===== config.mk =====
export PLATFORM = sky130hd
export DESIGN_NAME = mbpwm_top
export DESIGN_NICKNAME = d
export VERILOG_FILES = /design/src/mbpwm_pkg.sv /design/src/mbpwm_prescale.sv /design/src/mbpwm_edge.sv /design/src/mbpwm_top.sv
export SDC_FILE = /design/constraint.sdc
export NUM_CORES = 1
export LEC_CHECK = 0
export BUFFER_PORTS_ARGS = -buffer_cell sky130_fd_sc_hd__buf_2
export CAP_MARGIN = 20
export CORE_ASPECT_RATIO = 1.25
export CORE_UTILIZATION = 65
export DETAILED_ROUTE_END_ITERATION = 8
export PLACE_DENSITY = 0.81
export SLEW_MARGIN = 25
export SYNTH_ARGS = -nofsm -noshare
export SYNTH_HDL_FRONTEND = slang
export SYNTH_HIERARCHICAL = 1
export SYNTH_SLANG_ARGS = --single-unit

===== constraint.sdc =====
create_clock -name clk -period 8 [get_ports clk]
set_clock_uncertainty 0.2 [all_clocks]
set_input_delay 1.2 -clock clk [delete_from_list [all_inputs] [get_ports clk]]
set_output_delay 1.2 -clock clk [all_outputs]
set_load 0.03 [all_outputs]

===== src/mbpwm_pkg.sv =====
/*
 * Shared constants of the match based PWM timer: sizes, register
 * offsets, field positions and reset values.
 * Assumes a single 250 MHz clock domain and a plain register port.
 */
package mbpwm_pkg;

  // ****************************************
  // Sizes
  // ****************************************
  localparam int MBP_NM = 7;
  localparam int MBP_NO = 6;
  localparam int MBP_DW = 32;
  localparam int MBP_AW = 8;
  localparam int MBP_MCW = 3 * MBP_NM;

  // ****************************************
  // Register offsets (byte addresses)
  // ****************************************
  localparam logic [7:0] MBP_OFF_ISTS = 8'h00;
  localparam logic [7:0] MBP_OFF_CTL = 8'h04;
  localparam logic [7:0] MBP_OFF_CNT = 8'h08;
  localparam logic [7:0] MBP_OFF_PLIM = 8'h0c;
  localparam logic [7:0] MBP_OFF_PCNT = 8'h10;
  localparam logic [7:0] MBP_OFF_MCTL = 8'h14;
  localparam logic [7:0] MBP_OFF_MATCH0 = 8'h18;
  localparam logic [7:0] MBP_OFF_REL = 8'h34;
  localparam logic [7:0] MBP_OFF_PCTL = 8'h38;
  localparam logic [7:0] MBP_OFF_IMSK = 8'h3c;
  localparam logic [7:0] MBP_OFF_OUT = 8'h40;
  localparam logic [7:0] MBP_MATCH_STEP = 8'h04;

  // ****************************************
  // Field positions
  // ****************************************
  localparam int MBP_CTL_CEN = 0;
  localparam int MBP_CTL_CRST = 1;
  localparam int MBP_CTL_PWM = 2;
  localparam int MBP_CTL_W = 3;
  localparam int MBP_MC_IRQ = 0;
  localparam int MBP_MC_RST = 1;
  localparam int MBP_MC_STP = 2;
  localparam int MBP_PCTL_DBL = 0;
  localparam int MBP_PCTL_OEN = 8;

  // ****************************************
  // Reset values
  // ****************************************
  localparam logic [31:0] MBP_RST32 = 32'h0;
  localparam logic [MBP_CTL_W-1:0] MBP_RST_CTL = 3'h0;
  localparam logic [MBP_MCW-1:0] MBP_RST_MCTL = 21'h0;
  localparam logic [MBP_NM-1:0] MBP_RST_NM = 7'h0;
  localparam logic [MBP_NO-1:0] MBP_RST_NO = 6'h0;

  // Picks one option bit of one match out of the match control word
  function automatic logic mbpwm_mbit(input logic [MBP_MCW-1:0] mc, input int idx,
                                      input int kind);
    mbpwm_mbit = mc[3 * idx + kind];
  endfunction

endpackage


===== src/mbpwm_prescale.sv =====
/*
 * Prescaler of the match based PWM timer: emits one tick each time the
 * prescale count reaches its programmed limit, then restarts from zero.
 * Assumes all inputs come from logic on the same clock.
 */
`timescale 1ns/1ns
module mbpwm_prescale
  import mbpwm_pkg::*;
(
  input wire logic clk,
  input wire logic nrst,
  input wire logic run,
  input wire logic clr,
  input wire logic [MBP_DW-1:0] limit,
  output logic tick,
  output logic [MBP_DW-1:0] pcnt_r
);

  // ****************************************
  // Prescale counter
  // ****************************************
  // Limit of zero gives one tick per clock
  assign tick = run && !clr && (pcnt_r == limit);

  always_ff @(posedge clk) begin
    if (!nrst) begin
      pcnt_r <= MBP_RST32;
    end else if (clr || tick) begin
      pcnt_r <= MBP_RST32;
    end else if (run) begin
      pcnt_r <= pcnt_r + 32'h1;
    end
  end

endmodule


===== src/mbpwm_edge.sv =====
/*
 * One PWM output stage. Single edge: set at cycle start, cleared by its
 * own match. Double edge: set by the previous match, cleared by its own.
 * Assumes match events are one-cycle pulses on the same clock.
 */
`timescale 1ns/1ns
module mbpwm_edge
  import mbpwm_pkg::*;
#(
  parameter int IDX = 1
)
(
  input wire logic clk,
  input wire logic nrst,
  input wire logic pwm_en,
  input wire logic oen,
  input wire logic dbl,
  input wire logic [MBP_NM-1:0] hit,
  output logic out_r
);

  logic set_ev;
  logic clr_ev;

  // Output one has no earlier partner, so it is single edge only
  assign set_ev = (dbl && IDX > 1) ? hit[IDX-1] : hit[0];
  assign clr_ev = hit[IDX];

  // ****************************************
  // Output flip-flop
  // ****************************************
  // Clear beats set, so a match equal to the period keeps it low
  always_ff @(posedge clk) begin
    if (!nrst) begin
      out_r <= 1'b0;
    end else if (!pwm_en || !oen) begin
      out_r <= 1'b0;
    end else if (clr_ev) begin
      out_r <= 1'b0;
    end else if (set_ev) begin
      out_r <= 1'b1;
    end
  end

endmodule


===== src/mbpwm_top.sv =====
/*
 * Match based PWM timer: 32-bit prescaled counter, seven shadowed match
 * registers, six PWM outputs, match interrupts, stop and reset options.
 * Assumes a register master on the same clock that reads data one cycle
 * after the read strobe and never overlaps read and write strobes.
 */
`timescale 1ns/1ns
module mbpwm_top
  import mbpwm_pkg::*;
(
  input wire logic clk,
  input wire logic nrst,
  input wire logic [MBP_AW-1:0] reg_addr,
  input wire logic [MBP_DW-1:0] reg_wdata,
  input wire logic reg_wr,
  input wire logic reg_rd,
  output logic [MBP_DW-1:0] reg_rdata,
  output logic irq,
  output logic [MBP_NO-1:0] pwm_out
);

  // ****************************************
  // Declarations
  // ****************************************
  logic [MBP_CTL_W-1:0] ctl_r;
  logic [MBP_DW-1:0] cnt_r;
  logic [MBP_DW-1:0] plim_r;
  logic [MBP_DW-1:0] pcnt;
  logic [MBP_MCW-1:0] mctl_r;
  logic [MBP_DW-1:0] shd_r [MBP_NM];
  logic [MBP_DW-1:0] act_r [MBP_NM];
  logic [MBP_NM-1:0] rel_r;
  logic [MBP_NO-1:0] dbl_r;
  logic [MBP_NO-1:0] oen_r;
  logic [MBP_NM-1:0] ists_r;
  logic [MBP_NM-1:0] imsk_r;
  logic [MBP_DW-1:0] rdata_r;
  logic [MBP_DW-1:0] rdata_nxt;
  logic [MBP_NM-1:0] hit;
  logic [MBP_NM-1:0] irq_en;
  logic [MBP_NM-1:0] rst_en;
  logic [MBP_NM-1:0] stp_en;
  logic [MBP_NM-1:0] shd_wr;
  logic tick;
  logic pwm_en;
  logic cyc_start;
  logic any_rst;
  logic any_stp;

  assign pwm_en = ctl_r[MBP_CTL_PWM];

  // Decodes one register write
  function automatic logic wr_at(input logic wr, input logic [7:0] a,
                                 input logic [7:0] off);
    wr_at = wr && (a == off);
  endfunction

  // ****************************************
  // Prescaler
  // ****************************************
  mbpwm_prescale u_pre (
    .clk(clk),
    .nrst(nrst),
    .run(ctl_r[MBP_CTL_CEN]),
    .clr(ctl_r[MBP_CTL_CRST]),
    .limit(plim_r),
    .tick(tick),
    .pcnt_r(pcnt)
  );

  // ****************************************
  // Match compare and per-match logic
  // ****************************************
  genvar gi;
  generate
    for (gi = 0; gi < MBP_NM; gi++) begin : g_match
      // Compare only on a tick, so each match is a single pulse
      assign hit[gi] = tick && (cnt_r == act_r[gi]);
      assign irq_en[gi] = mbpwm_mbit(mctl_r, gi, MBP_MC_IRQ);
      assign rst_en[gi] = mbpwm_mbit(mctl_r, gi, MBP_MC_RST);
      assign stp_en[gi] = mbpwm_mbit(mctl_r, gi, MBP_MC_STP);
      assign shd_wr[gi] = wr_at(reg_wr, reg_addr,
                                8'(MBP_OFF_MATCH0 + MBP_MATCH_STEP * gi));

      always_ff @(posedge clk) begin
        if (!nrst) begin
          shd_r[gi] <= MBP_RST32;
        end else if (shd_wr[gi]) begin
          shd_r[gi] <= reg_wdata;
        end
      end

      // In PWM mode the active copy only moves at cycle start
      always_ff @(posedge clk) begin
        if (!nrst) begin
          act_r[gi] <= MBP_RST32;
        end else if (!pwm_en) begin
          act_r[gi] <= shd_r[gi];
        end else if (cyc_start && rel_r[gi]) begin
          act_r[gi] <= shd_r[gi];
        end
      end
    end
  endgenerate

  assign cyc_start = hit[0] && pwm_en;
  assign any_rst = |(hit & rst_en) || cyc_start;
  assign any_stp = |(hit & stp_en);

  // ****************************************
  // Release flags
  // ****************************************
  // A release written in the copy cycle stays pending for the next cycle
  always_ff @(posedge clk) begin
    if (!nrst) begin
      rel_r <= MBP_RST_NM;
    end else if (wr_at(reg_wr, reg_addr, MBP_OFF_REL)) begin
      rel_r <= (rel_r & ~(cyc_start ? rel_r : MBP_RST_NM)) | reg_wdata[MBP_NM-1:0];
    end else if (cyc_start) begin
      rel_r <= MBP_RST_NM;
    end
  end

  // ****************************************
  // Timer counter
  // ****************************************
  always_ff @(posedge clk) begin
    if (!nrst) begin
      cnt_r <= MBP_RST32;
    end else if (ctl_r[MBP_CTL_CRST]) begin
      cnt_r <= MBP_RST32;
    end else if (wr_at(reg_wr, reg_addr, MBP_OFF_CNT)) begin
      cnt_r <= reg_wdata;
    end else if (tick && any_rst) begin
      cnt_r <= MBP_RST32;
    end else if (tick) begin
      cnt_r <= cnt_r + 32'h1;
    end
  end

  // ****************************************
  // Control registers
  // ****************************************
  // A stop match wins over a software write in the same cycle
  always_ff @(posedge clk) begin
    if (!nrst) begin
      ctl_r <= MBP_RST_CTL;
    end else begin
      if (wr_at(reg_wr, reg_addr, MBP_OFF_CTL)) begin
        ctl_r <= reg_wdata[MBP_CTL_W-1:0];
      end
      if (any_stp) begin
        ctl_r[MBP_CTL_CEN] <= 1'b0;
      end
    end
  end

  always_ff @(posedge clk) begin
    if (!nrst) begin
      plim_r <= MBP_RST32;
    end else if (wr_at(reg_wr, reg_addr, MBP_OFF_PLIM)) begin
      plim_r <= reg_wdata;
    end
  end

  always_ff @(posedge clk) begin
    if (!nrst) begin
      mctl_r <= MBP_RST_MCTL;
    end else if (wr_at(reg_wr, reg_addr, MBP_OFF_MCTL)) begin
      mctl_r <= reg_wdata[MBP_MCW-1:0];
    end
  end

  always_ff @(posedge clk) begin
    if (!nrst) begin
      dbl_r <= MBP_RST_NO;
      oen_r <= MBP_RST_NO;
    end else if (wr_at(reg_wr, reg_addr, MBP_OFF_PCTL)) begin
      dbl_r <= reg_wdata[MBP_PCTL_DBL +: MBP_NO];
      oen_r <= reg_wdata[MBP_PCTL_OEN +: MBP_NO];
    end
  end

  // ****************************************
  // Interrupts
  // ****************************************
  // Set wins over a write-one clear in the same cycle
  always_ff @(posedge clk) begin
    if (!nrst) begin
      ists_r <= MBP_RST_NM;
    end else begin
      ists_r <= (ists_r & ~(wr_at(reg_wr, reg_addr, MBP_OFF_ISTS) ?
                 reg_wdata[MBP_NM-1:0] : MBP_RST_NM)) | (hit & irq_en);
    end
  end

  always_ff @(posedge clk) begin
    if (!nrst) begin
      imsk_r <= MBP_RST_NM;
    end else if (wr_at(reg_wr, reg_addr, MBP_OFF_IMSK)) begin
      imsk_r <= reg_wdata[MBP_NM-1:0];
    end
  end

  assign irq = |(ists_r & imsk_r);

  // ****************************************
  // Outputs
  // ****************************************
  generate
    for (gi = 0; gi < MBP_NO; gi++) begin : g_out
      mbpwm_edge #(.IDX(gi + 1)) u_edge (
        .clk(clk),
        .nrst(nrst),
        .pwm_en(pwm_en),
        .oen(oen_r[gi]),
        .dbl(dbl_r[gi]),
        .hit(hit),
        .out_r(pwm_out[gi])
      );
    end
  endgenerate

  // ****************************************
  // Register read
  // ****************************************
  always_comb begin
    rdata_nxt = MBP_RST32;
    unique case (reg_addr)
      MBP_OFF_ISTS: rdata_nxt[MBP_NM-1:0] = ists_r;
      MBP_OFF_CTL: rdata_nxt[MBP_CTL_W-1:0] = ctl_r;
      MBP_OFF_CNT: rdata_nxt = cnt_r;
      MBP_OFF_PLIM: rdata_nxt = plim_r;
      MBP_OFF_PCNT: rdata_nxt = pcnt;
      MBP_OFF_MCTL: rdata_nxt[MBP_MCW-1:0] = mctl_r;
      MBP_OFF_REL: rdata_nxt[MBP_NM-1:0] = rel_r;
      MBP_OFF_PCTL: begin
        rdata_nxt[MBP_PCTL_DBL +: MBP_NO] = dbl_r;
        rdata_nxt[MBP_PCTL_OEN +: MBP_NO] = oen_r;
      end
      MBP_OFF_IMSK: rdata_nxt[MBP_NM-1:0] = imsk_r;
      MBP_OFF_OUT: rdata_nxt[MBP_NO-1:0] = pwm_out;
      default: begin
        for (int i = 0; i < MBP_NM; i++) begin
          if (reg_addr == 8'(MBP_OFF_MATCH0 + MBP_MATCH_STEP * i)) begin
            rdata_nxt = shd_r[i];
          end
        end
      end
    endcase
  end

  // Read data stand only in the cycle after the strobe
  always_ff @(posedge clk) begin
    if (!nrst) begin
      rdata_r <= MBP_RST32;
    end else begin
      rdata_r <= reg_rd ? rdata_nxt : MBP_RST32;
    end
  end

  assign reg_rdata = rdata_r;
endmodule


==> flow_summary.json <==
{
  "htree_levels": 2,
  "violations": "design-rule violations",
  "io_pins": 83,
  "cp-start-kind": "flop",
  "post-route-period-util_pct": 58.7,
  "cts_sinks": 639,
  "crit_arrival_ns": 5.02,
  "gp_congestion": 1.05,
  "yosysSeqAreaShare_pct": 58.1,
  "hold_viol_final": 0,
  "final.min_clock_period_ns": 4.69,
  "insertedDiodeCount": 0,
  "clk_path_buf_depth": 3,
  "min_to": "dbl_r[0]",
  "dp_hpwl_um": 73700,
  "die_height_um": 241,
  "worst_skew_pair.late_latency_ns": 0.66,
  "synth_edf_count": 448,
  "grt_pass1_vias": 21300,
  "start_util_pct": 65.9,
  "synth_cell_types": 57,
  "grt_usage_pct": 44.9,
  "postRouteAntennaNets": 0,
  "drive_gt1_share_pct": 10.4,
  "synthCells": 2611,
  "setup_viol_count_final": 0,
  "fp.coreArea_sq_um": 45200,
  "rsz0062_at_grt": "false",
  "dieArea_sq_um": 46600,
  "timing.slew.headroom_pct": 22.6,
  "synth_fp_nets": 2657,
  "io_buffer_count": 82,
  "dpl_cell_area_sq_um": 30600,
  "hold_class": "flop to flop",
  "grt_antenna_before_repair": 2,
  "vias_per_cell": 7.04,
  "whs_path_depth": 2,
  "p_leak_nw": 11.6,
  "cts_resized": 0,
  "fmax_mhz": 213,
  "power_density_nw_per_um2": 214,
  "layout_common_cells": "449 x and2_1, 448 x edfxtp_1, 204 x nand2_1",
  "r2r_slack_ns": 3.31,
  "vias": 22900,
  "cts_setup_buffers": 0,
  "worst_pin_slew_ns": 1.16,
  "vdd.ir_drop.worst_uv": 189,
  "n_fill_cell": 3122,
  "die_w_um": 193,
  "grt_max_degree": 69,
  "end_kind": "flop",
  "final.setup.tns_ns": 0,
  "grt_first_pass_wirelength_um": 148000,
  "r2r_end": "rel_r[0]",
  "cts_tree": "built",
  "overflow": 0,
  "ys_warn_count": 6,
  "wl_um": 105000,
  "timing.rr.start": "u_pre/pcnt_r[24]",
  "holdBufCountCts": 0,
  "post-route-drc-count": 2,
  "fin_area_sq_um": 32600,
  "row_count": 87,
  "status": "finished with violations",
  "clkTransAtPathRegs_ns": 0.06,
  "cts_root_buf": "clkbuf_16",
  "drtPass1Iterations": 9,
  "r2r_cells": 11,
  "maxSlewViolCount": 0,
  "drtIter0Drc": 3802,
  "synth_flop_cell": "edfxtp_1",
  "cap_viol_max_count": 0,
  "syn_avg_cell_area_sq_um": 11.4,
  "cts_buffers": 59,
  "ys_ff_latch": 639,
  "routedWlPerCell_um": 32.3,
  "hp-start": "dbl_r[0]",
  "path_max_fanout": 41,
  "critPathKind": "flop to flop",
  "crit_required_ns": 8.33,
  "synthArstFlopShare_pct": 0,
  "final_common_cell": "and2_1",
  "fin_nets": 2668,
  "synthToLayoutAreaGrowth_pct": 9.65,
  "syn-cell-area_sq_um": 29800
}
[critical path: stages, from the launching register on]
cell      delay, ns
dfxtp_1        0.54
xor2_1         0.19
nor4_1         0.32
nand4_1        0.22
nor3_2         0.21
buf_4          0.52
nand2_1        0.14
nor4bb_1       0.83
nand3_1        0.33
inv_1          0.42
a21oi_1        0.29
a22o_1         0.33
[per-stage QoR]
stage / power (mW) / hold slack, ns / util, % / worst slack [ns] / cells
floorplan: 3.94 / 0.236 / - / 4.09 / 2611
global placement: 4.10 / 0.250 / 67.8 / 3.24 / 3139
detailed placement: 4.11 / 0.263 / 67.8 / 3.52 / 3139
CTS: 6.94 / 0.271 / 72.2 / 3.50 / 3250
global route: 7.08 / 0.287 / 72.2 / 3.23 / 3250
finish: 6.97 / 0.268 / 72.2 / 3.31 / 3250
[layout make-up]
class | count | area, sq um | area share (%)
multi-input cells | 1747 | 11700 | 35.7
clock buffers | 86 | 1710 | 5.24
clock inverters | 25 | 256 | 0.786
repair buffers | 146 | 891 | 2.73
flip-flops and latches | 639 | 17300 | 53.0
inverters | 29 | 110 | 0.337
well taps | 578 | 723 | 2.22
[kinds of logic (layout without fill, tap and decap cells)]
logic type	Yosys count	after routing	synth area share, %
multiplexers	8	8	0.269
buffers and inverters	225	286	3.32
AO/OA/AOI/OAI	381	381	9.31
flip-flops	639	639	58.1
XOR/XNOR	311	311	9.15
adder cells (fa/ha/maj)	2	2	0.0841
AND/OR/NAND/NOR	1045	1045	19.8
[layer usage]
metal | global-route usage (%) | part of all wire [%] | wire [um] | vias to the layer above
met1 | 56.8 | 34 | 35200 | 11100
met2 | 69.3 | 44 | 46100 | 1933
met3 | 11.1 | 14 | 15200 | 361
li1 | - | - | - | 9470
met5 | 0 | 0.022 | 23 | -
met4 | 30.1 | 8.0 | 8410 | 4
[synthesized netlist by cell type (3+ instances only)]
master | count | area share, %
a21oi_1 | 134 | 2.3
a21oi_2 | 7 | 0.21
a221oi_1 | 21 | 0.62
a222oi_1 | 60 | 2.0
a22o_1 | 7 | 0.21
a22oi_1 | 88 | 2.2
a31oi_1 | 6 | 0.13
a41oi_1 | 5 | 0.15
and2_1 | 449 | 9.4
and3_1 | 13 | 0.27
and4_1 | 14 | 0.41
buf_1 | 7 | 0.088
buf_2 | 78 | 1.3
buf_4 | 3 | 0.076
buf_6 | 4 | 0.15
clkbuf_1 | 101 | 1.3
clkbuf_2 | 3 | 0.050
dfxtp_1 | 191 | 13
edfxtp_1 | 448 | 45
inv_1 | 28 | 0.35
mux2i_1 | 8 | 0.27
nand2_1 | 204 | 2.6
nand2b_1 | 8 | 0.17
nand3_1 | 63 | 1.1
nand4_1 | 70 | 1.5
nand4b_1 | 7 | 0.21
nor2_1 | 87 | 1.1
nor3_1 | 33 | 0.56
nor3b_1 | 25 | 0.63
nor4_1 | 49 | 1.0
nor4_4 | 3 | 0.21
o2111ai_1 | 3 | 0.088
o21ai_0 | 8 | 0.13
o32ai_1 | 32 | 0.94
or4_1 | 4 | 0.10
or4b_1 | 4 | 0.13
xnor2_1 | 192 | 5.7
xor2_1 | 119 | 3.5
[registers in the layout, indices dropped and copies added (netlist names), 7 cells and up]
register	flops
act_r	224
u_pre/pcnt_r	32
rel_r	7
reg_rdata	32
mctl_r	21
imsk_r	7
shd_r	224
ists_r	7
cnt_r	32
plim_r	32
[how the worst max path moves through the flow]
stage / startpoint / to / slack, ns
3_5_place_dp: reg_addr[3] / shd_r[6][31] / 3.52
3_3_place_gp: reg_wr / cnt_r[6] / 3.24
5_1_grt: u_pre/pcnt_r[24] / act_r[4][1] / 3.23
4_1_cts: u_pre/pcnt_r[24] / rel_r[0] / 3.50
2_1_floorplan: reg_addr[7] / shd_r[3][0] / 4.09
6_report: u_pre/pcnt_r[24] / rel_r[0] / 3.31
[power by group]
| group | leakage (nW) | internal, mW | switching, mW | total (mW) |
|---|---|---|---|---|
| registers | 6.26 | 3.66 | 0.0804 | 3.74 |
| logic | 4.42 | 0.0980 | 0.226 | 0.324 |
| clock network | 0.968 | 1.64 | 1.27 | 2.91 |
| total | 11.6 | 5.39 | 1.58 | 6.97 |
Note: power is estimated with default switching activity, not from simulation.
